`config.mk`:
```
export PLATFORM = sky130hd
export DESIGN_NAME = pocd_top
export DESIGN_NICKNAME = d
export VERILOG_FILES = /design/src/design/pocd_regfile.v /design/src/design/pocd_route.v /design/src/design/pocd_top.v
export VERILOG_INCLUDE_DIRS = /design/src /design/src/design
export SDC_FILE = /design/constraint.sdc
export NUM_CORES = 1
export LEC_CHECK = 0
export ABC_AREA = 1
export BUFFER_PORTS_ARGS = -buffer_cell sky130_fd_sc_hd__buf_2
export CORE_MARGIN = 2
export CORE_UTILIZATION = 44
export CTS_BUF_LIST = sky130_fd_sc_hd__clkbuf_8
export CTS_CLUSTER_DIAMETER = 80
export DETAILED_ROUTE_END_ITERATION = 7
export GPL_TIMING_DRIVEN = 0
export SLEW_MARGIN = 25
export SYNTH_ARGS = -nofsm -noshare
export SYNTH_HDL_FRONTEND = slang
export SYNTH_SLANG_ARGS = --single-unit
```
`constraint.sdc`:
```
create_clock -name clock -period 1.65 [get_ports clock]
set_input_delay 0.2475 -clock clock [delete_from_list [all_inputs] [get_ports clock]]
set_output_delay 0.2475 -clock clock [all_outputs]
set_load 0.02 [all_outputs]
```
`src/design/pocd_regs.vh`:
```
/*
 * Register offsets, field positions and reset values of the paired
 * output clock divider.
 * Assumes a plain register port whose addresses are the printed
 * register offsets.
 */
`ifndef POCD_REGS_VH
`define POCD_REGS_VH

// ==========================================================
// Register offsets
`define POCD_A_CNT0  9'h190
`define POCD_A_CTL0  9'h191
`define POCD_A_RTE0  9'h192
`define POCD_A_CNT1  9'h193
`define POCD_A_CTL1  9'h194
`define POCD_A_RTE1  9'h195
`define POCD_A_STAT  9'h1a0
`define POCD_A_SRC   9'h1e1

// ==========================================================
// Field positions
`define POCD_LOW_HI   7
`define POCD_LOW_LO   4
`define POCD_HIGH_HI  3
`define POCD_HIGH_LO  0
`define POCD_BYP      7
`define POCD_NOSYNC   6
`define POCD_FORCE    5
`define POCD_START    4
`define POCD_PH_HI    3
`define POCD_PH_LO    0
`define POCD_DIRECT   1
`define POCD_DCC_OFF  0
`define POCD_SRC_HI   1
`define POCD_SRC_LO   0

// ==========================================================
// Clock source codes
`define POCD_SRC_EXT  2'h0
`define POCD_SRC_VIA  2'h1
`define POCD_SRC_OSC  2'h2

// ==========================================================
// Reset values
`define POCD_RST_CNT  8'h00
`define POCD_RST_CTL  8'h00
`define POCD_RST_RTE  8'h00
`define POCD_RST_SRC  8'h01

`endif

```
`src/design/pocd_regfile.v`:
```
/*
 * Configuration registers of both dividers and the clock source
 * select, with a registered read port.
 * Assumes one-cycle write and read strobes, never both at once.
 */
`include "pocd_regs.vh"

module pocd_regfile (
    input  wire       clock,
    input  wire       reset_n,
    input  wire [8:0] reg_addr,
    input  wire [7:0] reg_wdata,
    input  wire       reg_wr,
    input  wire       reg_rd,
    input  wire [7:0] stat_in,
    output reg  [7:0] reg_rdata,
    output reg  [7:0] cnt0_reg,
    output reg  [7:0] ctl0_reg,
    output reg  [7:0] rte0_reg,
    output reg  [7:0] cnt1_reg,
    output reg  [7:0] ctl1_reg,
    output reg  [7:0] rte1_reg,
    output reg  [7:0] src_reg
);

    reg [7:0] rd_next;

    // ==========================================================
    // Write decode
    always @(posedge clock) begin
        if (!reset_n) begin
            cnt0_reg <= `POCD_RST_CNT;
            ctl0_reg <= `POCD_RST_CTL;
            rte0_reg <= `POCD_RST_RTE;
            cnt1_reg <= `POCD_RST_CNT;
            ctl1_reg <= `POCD_RST_CTL;
            rte1_reg <= `POCD_RST_RTE;
            src_reg  <= `POCD_RST_SRC;
        end else if (reg_wr) begin
            if (reg_addr == `POCD_A_CNT0) begin
                cnt0_reg <= reg_wdata;
            end else if (reg_addr == `POCD_A_CTL0) begin
                ctl0_reg <= reg_wdata;
            end else if (reg_addr == `POCD_A_RTE0) begin
                rte0_reg <= {6'h00, reg_wdata[1:0]};
            end else if (reg_addr == `POCD_A_CNT1) begin
                cnt1_reg <= reg_wdata;
            end else if (reg_addr == `POCD_A_CTL1) begin
                ctl1_reg <= reg_wdata;
            end else if (reg_addr == `POCD_A_RTE1) begin
                rte1_reg <= {6'h00, reg_wdata[1:0]};
            end else if (reg_addr == `POCD_A_SRC) begin
                src_reg <= {6'h00, reg_wdata[1:0]};
            end
        end
    end

    // ==========================================================
    // Read decode, unmapped offsets read zero
    always @* begin
        if (reg_addr == `POCD_A_CNT0) begin
            rd_next = cnt0_reg;
        end else if (reg_addr == `POCD_A_CTL0) begin
            rd_next = ctl0_reg;
        end else if (reg_addr == `POCD_A_RTE0) begin
            rd_next = rte0_reg;
        end else if (reg_addr == `POCD_A_CNT1) begin
            rd_next = cnt1_reg;
        end else if (reg_addr == `POCD_A_CTL1) begin
            rd_next = ctl1_reg;
        end else if (reg_addr == `POCD_A_RTE1) begin
            rd_next = rte1_reg;
        end else if (reg_addr == `POCD_A_SRC) begin
            rd_next = src_reg;
        end else if (reg_addr == `POCD_A_STAT) begin
            rd_next = stat_in;
        end else begin
            rd_next = 8'h00;
        end
    end

    // Read data stand only in the cycle after the strobe
    always @(posedge clock) begin
        if (!reset_n) begin
            reg_rdata <= 8'h00;
        end else begin
            reg_rdata <= reg_rd ? rd_next : 8'h00;
        end
    end

endmodule // pocd_regfile

```
`src/design/pocd_route.v`:
```
/*
 * Output pair selector of one divider channel: divider output or a
 * direct path from the oscillator or the external clock input.
 * Assumes all inputs are levels synchronous to the clock.
 */
`include "pocd_regs.vh"

module pocd_route (
    input  wire       clock,
    input  wire       reset_n,
    input  wire       direct_bit,
    input  wire [1:0] src_sel,
    input  wire       div_out,
    input  wire       osc_level,
    input  wire       ext_level,
    output reg        pair_first,
    output reg        pair_second,
    output reg        direct_on
);

    reg sel_next;
    reg on_next;

    // ==========================================================
    // Path selection
    always @* begin
        sel_next = div_out;
        on_next  = 1'b0;
        if (direct_bit && src_sel == `POCD_SRC_OSC) begin
            sel_next = osc_level;
            on_next  = 1'b1;
        end else if (direct_bit && src_sel == `POCD_SRC_EXT) begin
            sel_next = ext_level;
            on_next  = 1'b1;
        end
    end

    // Both outputs of a pair carry the same clock
    always @(posedge clock) begin
        if (!reset_n) begin
            pair_first  <= 1'b0;
            pair_second <= 1'b0;
            direct_on   <= 1'b0;
        end else begin
            pair_first  <= sel_next;
            pair_second <= sel_next;
            direct_on   <= on_next;
        end
    end

endmodule // pocd_route

```
`src/design/pocd_top.v`:
```
/*
 * Two output-channel clock dividers, each driving one output pair,
 * with their configuration registers.
 * Assumes the clock is the divider input, and that chip_sync,
 * div_in_level, onchip_oscillator and ext_clock_in are synchronous.
 */
// The plain strobed port is this design's own decision.
// Behaviour
// - Low phase lasts low-count field cycles.
// - High phase lasts high-count field cycles.
// - Bypass powers divider down, passes input.
// - Sync-ignore bit makes divider disregard sync.
// - Force bit holds output static, needs sync-ignore.
// - Start-level bit picks initial output level.
// - Phase offset field sets coarse phase.
// - Direct bit clear: pair driven by divider.
// - Direct with source 10b: oscillator to pair.
// - Direct with source 00b: external clock to pair.
// - Source 01b: direct bit has no effect.
// - Correction disable bit turns correction off.
// - Two dividers at div0_cycle_counts and div1_cycle_counts.
`include "pocd_regs.vh"

module pocd_top (
    input  wire       clock,
    input  wire       reset_n,
    input  wire [8:0] reg_addr,
    input  wire [7:0] reg_wdata,
    input  wire       reg_wr,
    input  wire       reg_rd,
    output wire [7:0] reg_rdata,
    input  wire       chip_sync,
    input  wire       div_in_level,
    input  wire       onchip_oscillator,
    input  wire       ext_clock_in,
    output wire       pair_a_first,
    output wire       pair_a_second,
    output wire       pair_b_first,
    output wire       pair_b_second,
    output wire [1:0] duty_correct_en
);

    // ==========================================================
    // Divider states
    localparam [1:0] ST_HOLD  = 2'b00;
    localparam [1:0] ST_PHASE = 2'b01;
    localparam [1:0] ST_RUN   = 2'b10;
    localparam [1:0] ST_OFF   = 2'b11;

    // ==========================================================
    // Last tick of a segment; a zero count still lasts one cycle
    function [3:0] seg_last;
        input [3:0] count;
        begin
            if (count == 4'h0) begin
                seg_last = 4'h0;
            end else begin
                seg_last = count - 4'h1;
            end
        end
    endfunction

    // Last tick of the segment that a level keeps
    function [3:0] seg_of;
        input       level;
        input [7:0] counts;
        begin
            if (level) begin
                seg_of = seg_last(counts[`POCD_HIGH_HI:`POCD_HIGH_LO]);
            end else begin
                seg_of = seg_last(counts[`POCD_LOW_HI:`POCD_LOW_LO]);
            end
        end
    endfunction

    // ==========================================================
    // Register file
    wire [7:0]  cnt0_w;
    wire [7:0]  ctl0_w;
    wire [7:0]  rte0_w;
    wire [7:0]  cnt1_w;
    wire [7:0]  ctl1_w;
    wire [7:0]  rte1_w;
    wire [7:0]  src_w;
    wire [7:0]  stat_w;
    wire [15:0] cnt_all;
    wire [15:0] ctl_all;
    wire [15:0] rte_all;
    wire [1:0]  div_out;
    wire [1:0]  running;
    wire [1:0]  level_now;
    wire [1:0]  direct_on;
    wire [1:0]  pair_first;
    wire [1:0]  pair_second;

    pocd_regfile u_regs (
        .clock     (clock),
        .reset_n   (reset_n),
        .reg_addr  (reg_addr),
        .reg_wdata (reg_wdata),
        .reg_wr    (reg_wr),
        .reg_rd    (reg_rd),
        .stat_in   (stat_w),
        .reg_rdata (reg_rdata),
        .cnt0_reg  (cnt0_w),
        .ctl0_reg  (ctl0_w),
        .rte0_reg  (rte0_w),
        .cnt1_reg  (cnt1_w),
        .ctl1_reg  (ctl1_w),
        .rte1_reg  (rte1_w),
        .src_reg   (src_w)
    );

    // Channel 0 sits in the low byte, channel 1 in the high byte
    assign cnt_all = {cnt1_w, cnt0_w};
    assign ctl_all = {ctl1_w, ctl0_w};
    assign rte_all = {rte1_w, rte0_w};

    // ==========================================================
    // Divider channels
    genvar i;
    generate
        for (i = 0; i < 2; i = i + 1) begin : g_div
            wire [7:0] cnt = cnt_all[i*8 +: 8];
            wire [7:0] ctl = ctl_all[i*8 +: 8];
            wire [7:0] rte = rte_all[i*8 +: 8];
            wire       byp    = ctl[`POCD_BYP];
            wire       nosync = ctl[`POCD_NOSYNC];
            wire       force_lvl = ctl[`POCD_FORCE];
            wire       start  = ctl[`POCD_START];
            wire [3:0] phase  = ctl[`POCD_PH_HI:`POCD_PH_LO];

            reg  [1:0] state_reg;
            reg  [1:0] state_next;
            reg  [3:0] tick_reg;
            reg  [3:0] tick_next;
            reg        level_reg;
            reg        level_next;
            reg        dcc_reg;
            reg        out_next;

            // Sync reaches the divider only when not ignored
            wire sync_obey = chip_sync & ~nosync;
            // Forcing applies while an ignored sync is present
            wire forcing   = chip_sync & nosync;

            // Next state of the counter and the output level
            always @* begin
                state_next = state_reg;
                tick_next  = tick_reg;
                level_next = level_reg;
                if (byp) begin
                    // Powered down: counter parked
                    state_next = ST_OFF;
                    tick_next  = 4'h0;
                    level_next = start;
                end else if (sync_obey) begin
                    // Held at the start level during sync
                    state_next = ST_HOLD;
                    tick_next  = 4'h0;
                    level_next = start;
                end else begin
                    case (state_reg)
                        ST_HOLD, ST_OFF: begin
                            level_next = start;
                            if (phase == 4'h0) begin
                                state_next = ST_RUN;
                                tick_next  = seg_of(start, cnt);
                            end else begin
                                state_next = ST_PHASE;
                                tick_next  = phase - 4'h1;
                            end
                        end
                        ST_PHASE: begin
                            if (tick_reg == 4'h0) begin
                                state_next = ST_RUN;
                                tick_next  = seg_of(level_reg, cnt);
                            end else begin
                                tick_next = tick_reg - 4'h1;
                            end
                        end
                        ST_RUN: begin
                            if (tick_reg == 4'h0) begin
                                level_next = ~level_reg;
                                // Low and high lengths from the
                                // counts register
                                tick_next  = seg_of(~level_reg,
                                                    cnt);
                            end else begin
                                tick_next = tick_reg - 4'h1;
                            end
                        end
                        default: begin
                            state_next = ST_HOLD;
                        end
                    endcase
                end
            end

            // Counter and level registers
            always @(posedge clock) begin
                if (!reset_n) begin
                    state_reg <= ST_HOLD;
                    tick_reg  <= 4'h0;
                    level_reg <= 1'b0;
                end else begin
                    state_reg <= state_next;
                    tick_reg  <= tick_next;
                    level_reg <= level_next;
                end
            end

            // Divider output: bypass, forced level or count
            always @* begin
                if (byp) begin
                    out_next = div_in_level;
                end else if (forcing) begin
                    out_next = force_lvl;
                end else begin
                    out_next = level_reg;
                end
            end

            // Correction runs only on an active divider
            always @(posedge clock) begin
                if (!reset_n) begin
                    dcc_reg <= 1'b0;
                end else begin
                    dcc_reg <= ~rte[`POCD_DCC_OFF] & ~byp;
                end
            end

            assign div_out[i]         = out_next;
            assign running[i]         = (state_reg == ST_RUN);
            assign level_now[i]       = level_reg;
            assign duty_correct_en[i] = dcc_reg;

            // Output pair selection
            pocd_route u_route (
                .clock       (clock),
                .reset_n     (reset_n),
                .direct_bit  (rte[`POCD_DIRECT]),
                .src_sel     (src_w[`POCD_SRC_HI:`POCD_SRC_LO]),
                .div_out     (div_out[i]),
                .osc_level   (onchip_oscillator),
                .ext_level   (ext_clock_in),
                .pair_first  (pair_first[i]),
                .pair_second (pair_second[i]),
                .direct_on   (direct_on[i])
            );
        end
    endgenerate

    // ==========================================================
    // Status word, four bits per channel
    assign stat_w = {direct_on[1], duty_correct_en[1],
                     running[1], level_now[1],
                     direct_on[0], duty_correct_en[0],
                     running[0], level_now[0]};

    // ==========================================================
    // Output pairs
    assign pair_a_first  = pair_first[0];
    assign pair_a_second = pair_second[0];
    assign pair_b_first  = pair_first[1];
    assign pair_b_second = pair_second[1];

endmodule // pocd_top

```
## Word-level counts from Yosys, hierarchy flattened

Index checks and enable logic that the tools add are counted.

- Input port bits: 25
- Flip-flop bits (word level): 66
- Word-level logic and storage cells: 159

- Add/subtract/negate cells: 8
- Reduce and logical (&&, ||, !) cells: 35
- Muxes and demuxes: 56
- Equality and inequality tests: 19
- Bitwise gates (word level): 21

Operators by type and width:

| cell | count |
|---|---|
| equality test 9 bit (second input constant) | 8 |
| 2-to-1 mux 4 bit | 16 |
| 2-to-1 mux 8 bit | 8 |
| logical NOT 4 bit | 8 |
| subtractor 4 x 1 -> 4 bit (second input constant) | 8 |
| one-hot mux 4 bit (3 select lines) | 2 |
| 2-to-1 mux 1 bit | 18 |
| 2-to-1 mux 2 bit | 8 |
| nonzero test 4 bit | 4 |
| NOT 1 bit | 15 |
| AND reduction 2 bit | 6 |
| equality test 2 bit (second input constant) | 5 |
| != test 4 x 3 -> 1 bit (second input constant) | 2 |
| != test 4 bit (second input constant) | 2 |
| one-hot mux 2 bit (2 select lines) | 2 |
| AND reduction 8 bit | 1 |
| AND reduction 7 bit | 1 |
| bitwise AND 1 bit | 6 |
| logical NOT 2 bit | 3 |
| AND reduction 6 bit | 1 |
| OR reduction 3 bit | 2 |
| AND reduction 5 bit | 1 |
| equality test 2 x 1 -> 1 bit (second input constant) | 2 |
| logical AND 1 bit | 4 |
| 4 further kinds | 6 |

## Depth between registers and ports, before layout

- Word-level depth: 9
- Depth in mapped cells: 10

## Hierarchy

From an unflattened synthesis, not the netlist that was laid out.

- Cells, all modules: 694
- Area total of the unflattened synthesis: 4,569.4 µm²

By module, submodules not included:

| module | seq. area each (µm²) | instances | cells an instance | area each (µm²) |
|---|---|---|---|---|
| pocd_regfile | 920.9 | 1 | 332 | 2,408.6 |
| pocd_top | 320.3 | 1 | 330 | 1,960.6 |
| pocd_route | 40.0 | 2 | 16 | 100.1 |

## Least setup slack after synthesis

No wires, ideal clock.

- Kind: register to register
- Start: reg g_div[1].tick_reg[0]
- End: reg g_div[1].state_reg[1]
- Path buffers: 0
- Setup slack: 0.138 ns
- Stages on the path, launching flop included: 10
- Period minus slack after synthesis: 1.512 ns
- Arrival time: 1.426 ns
- Setup time: 0.086 ns
- Cell sequence: dfxtp_1 -> inv_1 -> ha_1 -> nand3_1 -> inv_1 -> nor2_1 -> inv_1 -> a21oi_1 -> nor3_1 -> a211oi_1

- Word-level cells in the longest chain between the ends: 3

RTL lines:

| what | line | source |
|---|---|---|
| from (decl) | pocd_top.v:135 | `reg [3:0] tick_reg;` |
| from (signal assigned) | pocd_top.v:208 | `tick_reg <= tick_next;` |
| logical NOT 4 bit | pocd_top.v:175 | `if (tick_reg == 4'h0) begin` |
| != test 4 x 3 -> 1 bit (no source line) | - |  |
| AND reduction 2 bit (no source line) | - |  |
| to (signal assigned) | pocd_top.v:207 | `state_reg <= state_next;` |
| to (decl) | pocd_top.v:133 | `reg [1:0] state_reg;` |

No other way between the ends.
A chain may end at the register's enable or synchronous reset.

## Final worst setup path

- Start: reg g_div[0].level_reg
- End: reg g_div[0].u_route.pair_first

- Word-level cells in the longest chain between the ends: 4

RTL lines:

| what | line | source |
|---|---|---|
| from (decl) | pocd_top.v:137 | `reg level_reg;` |
| from (signal assigned) | pocd_top.v:209 | `level_reg <= level_next;` |
| 2-to-1 mux 1 bit | pocd_top.v:217 | `end else if (forcing) begin` |
| 2-to-1 mux 1 bit | pocd_top.v:215 | `if (byp) begin` |
| 2-to-1 mux 1 bit | pocd_route.v:32 | `` end else if (direct_bit && src_sel == `POCD_SRC_EXT) begin `` |
| 2-to-1 mux 1 bit | pocd_route.v:29 | `` if (direct_bit && src_sel == `POCD_SRC_OSC) begin `` |
| to (signal assigned) | pocd_route.v:45 | `pair_first <= sel_next;` |
| to (decl) | pocd_route.v:16 | `output reg pair_first,` |

No other way between the ends.

==> qor.yml <==
die_w_um: 99.1
ioPinCount: 39
multi_input_area_um2: 2320
grt_antenna_before_repair: 0
syn_avg_cell_area_um2: 6.37
rows: 34
post-route-util_pct: 53.9
wl_mm: 12.4
cts_made_buffers: 9
max_slew_margin_pct: 58.2
cp-end-kind: "register"
cp-start-kind: "register"
drcViolationCount: 0
met3_length_um: 788
clockPowerShare_pct: 42.8
wl_met2_mm: 5.51
skew_ns: 0.00990
layout-drive-gt1-share_pct: 16.1
cp_common_cell: "a31oi_1"
dpl_cell_area_um2: 4300
synth_top_family_by_area: "simple AND/OR/NAND/NOR gates"
synth-async-reset-ratio_pct: 0
cts_tree: "done"
ys_types: 36
top_layer: "met4"
wl_per_cell_um: 15.6
synth.area.mux_share_pct: 0.252
drt_iter0_markers: 304
hp-class: "input pin to register"
leakagePower_nw: 2.00
path_clk_slew_ns: 0.08
vias: 4313
yosysSeqAreaShare_pct: 33.2
wl_met1_mm: 5.97
synth_top_area_cell: "dfxtp_1"
grt-ovfl-total: 0
max_freq_mhz: 640
synthTopCellsByArea: "dfxtp_1 33%, nand2_1 13%, inv_1 7.8%"
ant_nets: 0
final_area_um2: 4720
synth_fa_ha_area_share_pct: 3.15
cp-startpoint: "g_div[0].level_reg"
clockRootBuffer: "clkbuf_8"
h-tree-depth: 3
grt_max_degree: 13
synth_top_area_share_pct: 33.2
diodes: 0
hold_buffers: 0
min_period_over_period_pct: 94.7
setup_viol: 0
yosys.area_share.simple_pct: 31.5
pre_cts_ws_ns: -0.315
p_comb_share_pct: 15.6
syn2layout_area_growth_pct: 18.8
cp_cell_sequence: "clkbuf_1 -> a21oi_1 -> a31oi_1 -> o21ai_0 -> a31oi_1"
seq_area_um2: 1320
status: "finished, final reports clean"
p_seq_share_pct: 41.6
tightestPinTransition_ns: 0.627
hold_viol: 0
rr_startpoint: "g_div[0].level_reg"
drv_slew: 0
whs_ns: 0.187
p_per_area_nw_per_um2: 836
io_buffers: 37
net-switching-power_mw: 1.10
arrival_ns: 1.82
cp.required_ns: 1.91
cpPeakStageDelay_ns: 0.45
yosys.area_share.xor_xnor_pct: 0.881
syn_area_um2: 3980
drv_cap: 0
tns_ns: 0
slowest_stage: "clkbuf_1"
clock-sinks: 66
track_usage_pct: 25.4
grt_first_pass_wirelength_mm: 19.8
ctsLongestPathBuffers: 2
ys.flop_type: "dfxtp_1"
worstHoldStart: "ext_clock_in"
first_pass_iters: 6
first_global_vias: 4021
rsz0062_at_grt: "yes"
nets: 718
vias_per_cell: 5.42
insertion_delay_ns: 0.34
crit_type: "register to register"
fill_cells: 897
die_h_um: 99.1
cp_max_fo: 10
p_sw_share_pct: 28.0
die-area_um2: 9820
core_area_um2: 8760
irDropWorstVdd_mv: 0.401
finalCriticalPeriod_ns: 1.56
syn_nets: 659
start_util_pct: 45.4
dpl.hpwl_mm: 9.44
synth_seq_cells: 66
yosysWarnings: 0
synth_edf_count: 0
synth_compound_area_share_pct: 20.2
regToRegSetupSlack_ns: 0.09
finalWorstSetupSlack_ns: 0.0868
cell_internal_pwr_mw: 2.85
gp_congestion: 0.894
synth_cells: 624
stage by stage:
stage | instances | power, mW
2_1_floorplan | 624 | 2.05
3_3_place_gp | 769 | 2.21
3_5_place_dp | 769 | 2.22
4_1_cts | 785 | 3.89
5_1_grt | 796 | 4.10
6_report | 796 | 3.95
Yosys cell counts (3+ instances only):
library cell,count
o211ai_1,10
buf_2,4
ha_1,10
clkinv_1,3
a31oi_1,11
nand3_1,42
clkbuf_1,11
inv_2,4
dfxtp_1,66
nor3_1,21
nand4_1,7
a21oi_1,59
a211oi_1,4
inv_1,83
nor4_1,7
nor2_1,63
nand2_1,134
buf_4,4
xor2_1,3
o21ai_0,54
layout by cell type, fill, tap and decap left out, types with 6 or more instances in the layout:
cell        n
a31oi_1    11
nor3_1     20
nand4_1     7
o21ai_0    52
inv_1      78
o211ai_1   10
nor4_1      7
nand2_1   131
nor2_2      6
nor2_1     55
clkbuf_1   10
inv_2       7
buf_2      40
nand3_1    40
dfxtp_1    64
buf_4      16
clkbuf_8    9
ha_1        9
a21oi_1    57
cells by family after synthesis:
group / count (synthesis)
AO/OA/AOI/OAI: 147
multiplexers: 1
flip-flops: 66
XOR/XNOR: 4
adder cells (fa/ha/maj): 10
buffers and inverters: 109
AND/OR/NAND/NOR: 287
timing repair:
item                                    4_1_cts  5_1_grt
setup buffers                                 0       12
endpoints found under the setup margin        5       44
resized for setup                             5       32
pin swaps                                     0        9
cloned                                        0        0
power groups by stage:
stage	Combinational, mW	Sequential, mW	Clock [mW]
6_report	0.616	1.64	1.69
4_1_cts	0.553	1.64	1.70
2_1_floorplan	0.372	1.68	0
3_3_place_gp	0.534	1.68	0
5_1_grt	0.691	1.65	1.76
3_5_place_dp	0.543	1.68	0
path summary, 6_finish.rpt:
path | cells past startpoint | end
max reg2reg | 5 | g_div[0].u_route.pair_first
max | 5 | g_div[0].u_route.pair_first
min reg2reg | 1 | g_div[1].dcc_reg
min | 3 | g_div[1].u_route.pair_first
layout make-up:
type / count / share of cell area (%)
Clock buffer: 9 / 2.62
Tap cell: 108 / 2.86
Sequential cell: 66 / 28.0
Timing Repair Buffer: 49 / 5.83
Inverter: 90 / 7.26
Clock inverter: 7 / 2.49
Buffer: 18 / 1.91
Multi-Input combinational cell: 449 / 49.0
layer usage:
layer	GRT usage [%]	up-vias
met2	40.3	139
met1	36.5	1977
met5	0	-
li1	-	2181
met3	2.84	16
met4	7.38	0
critical path, delay by kind of cell (launching register included):
kind | cells | cell delay, ns
AO/OA/AOI/OAI | 4 | 0.64
buffers and inverters | 1 | 0.45
flip-flops | 1 | 0.39
No activity file was read; power rests on OpenSTA's default activity.
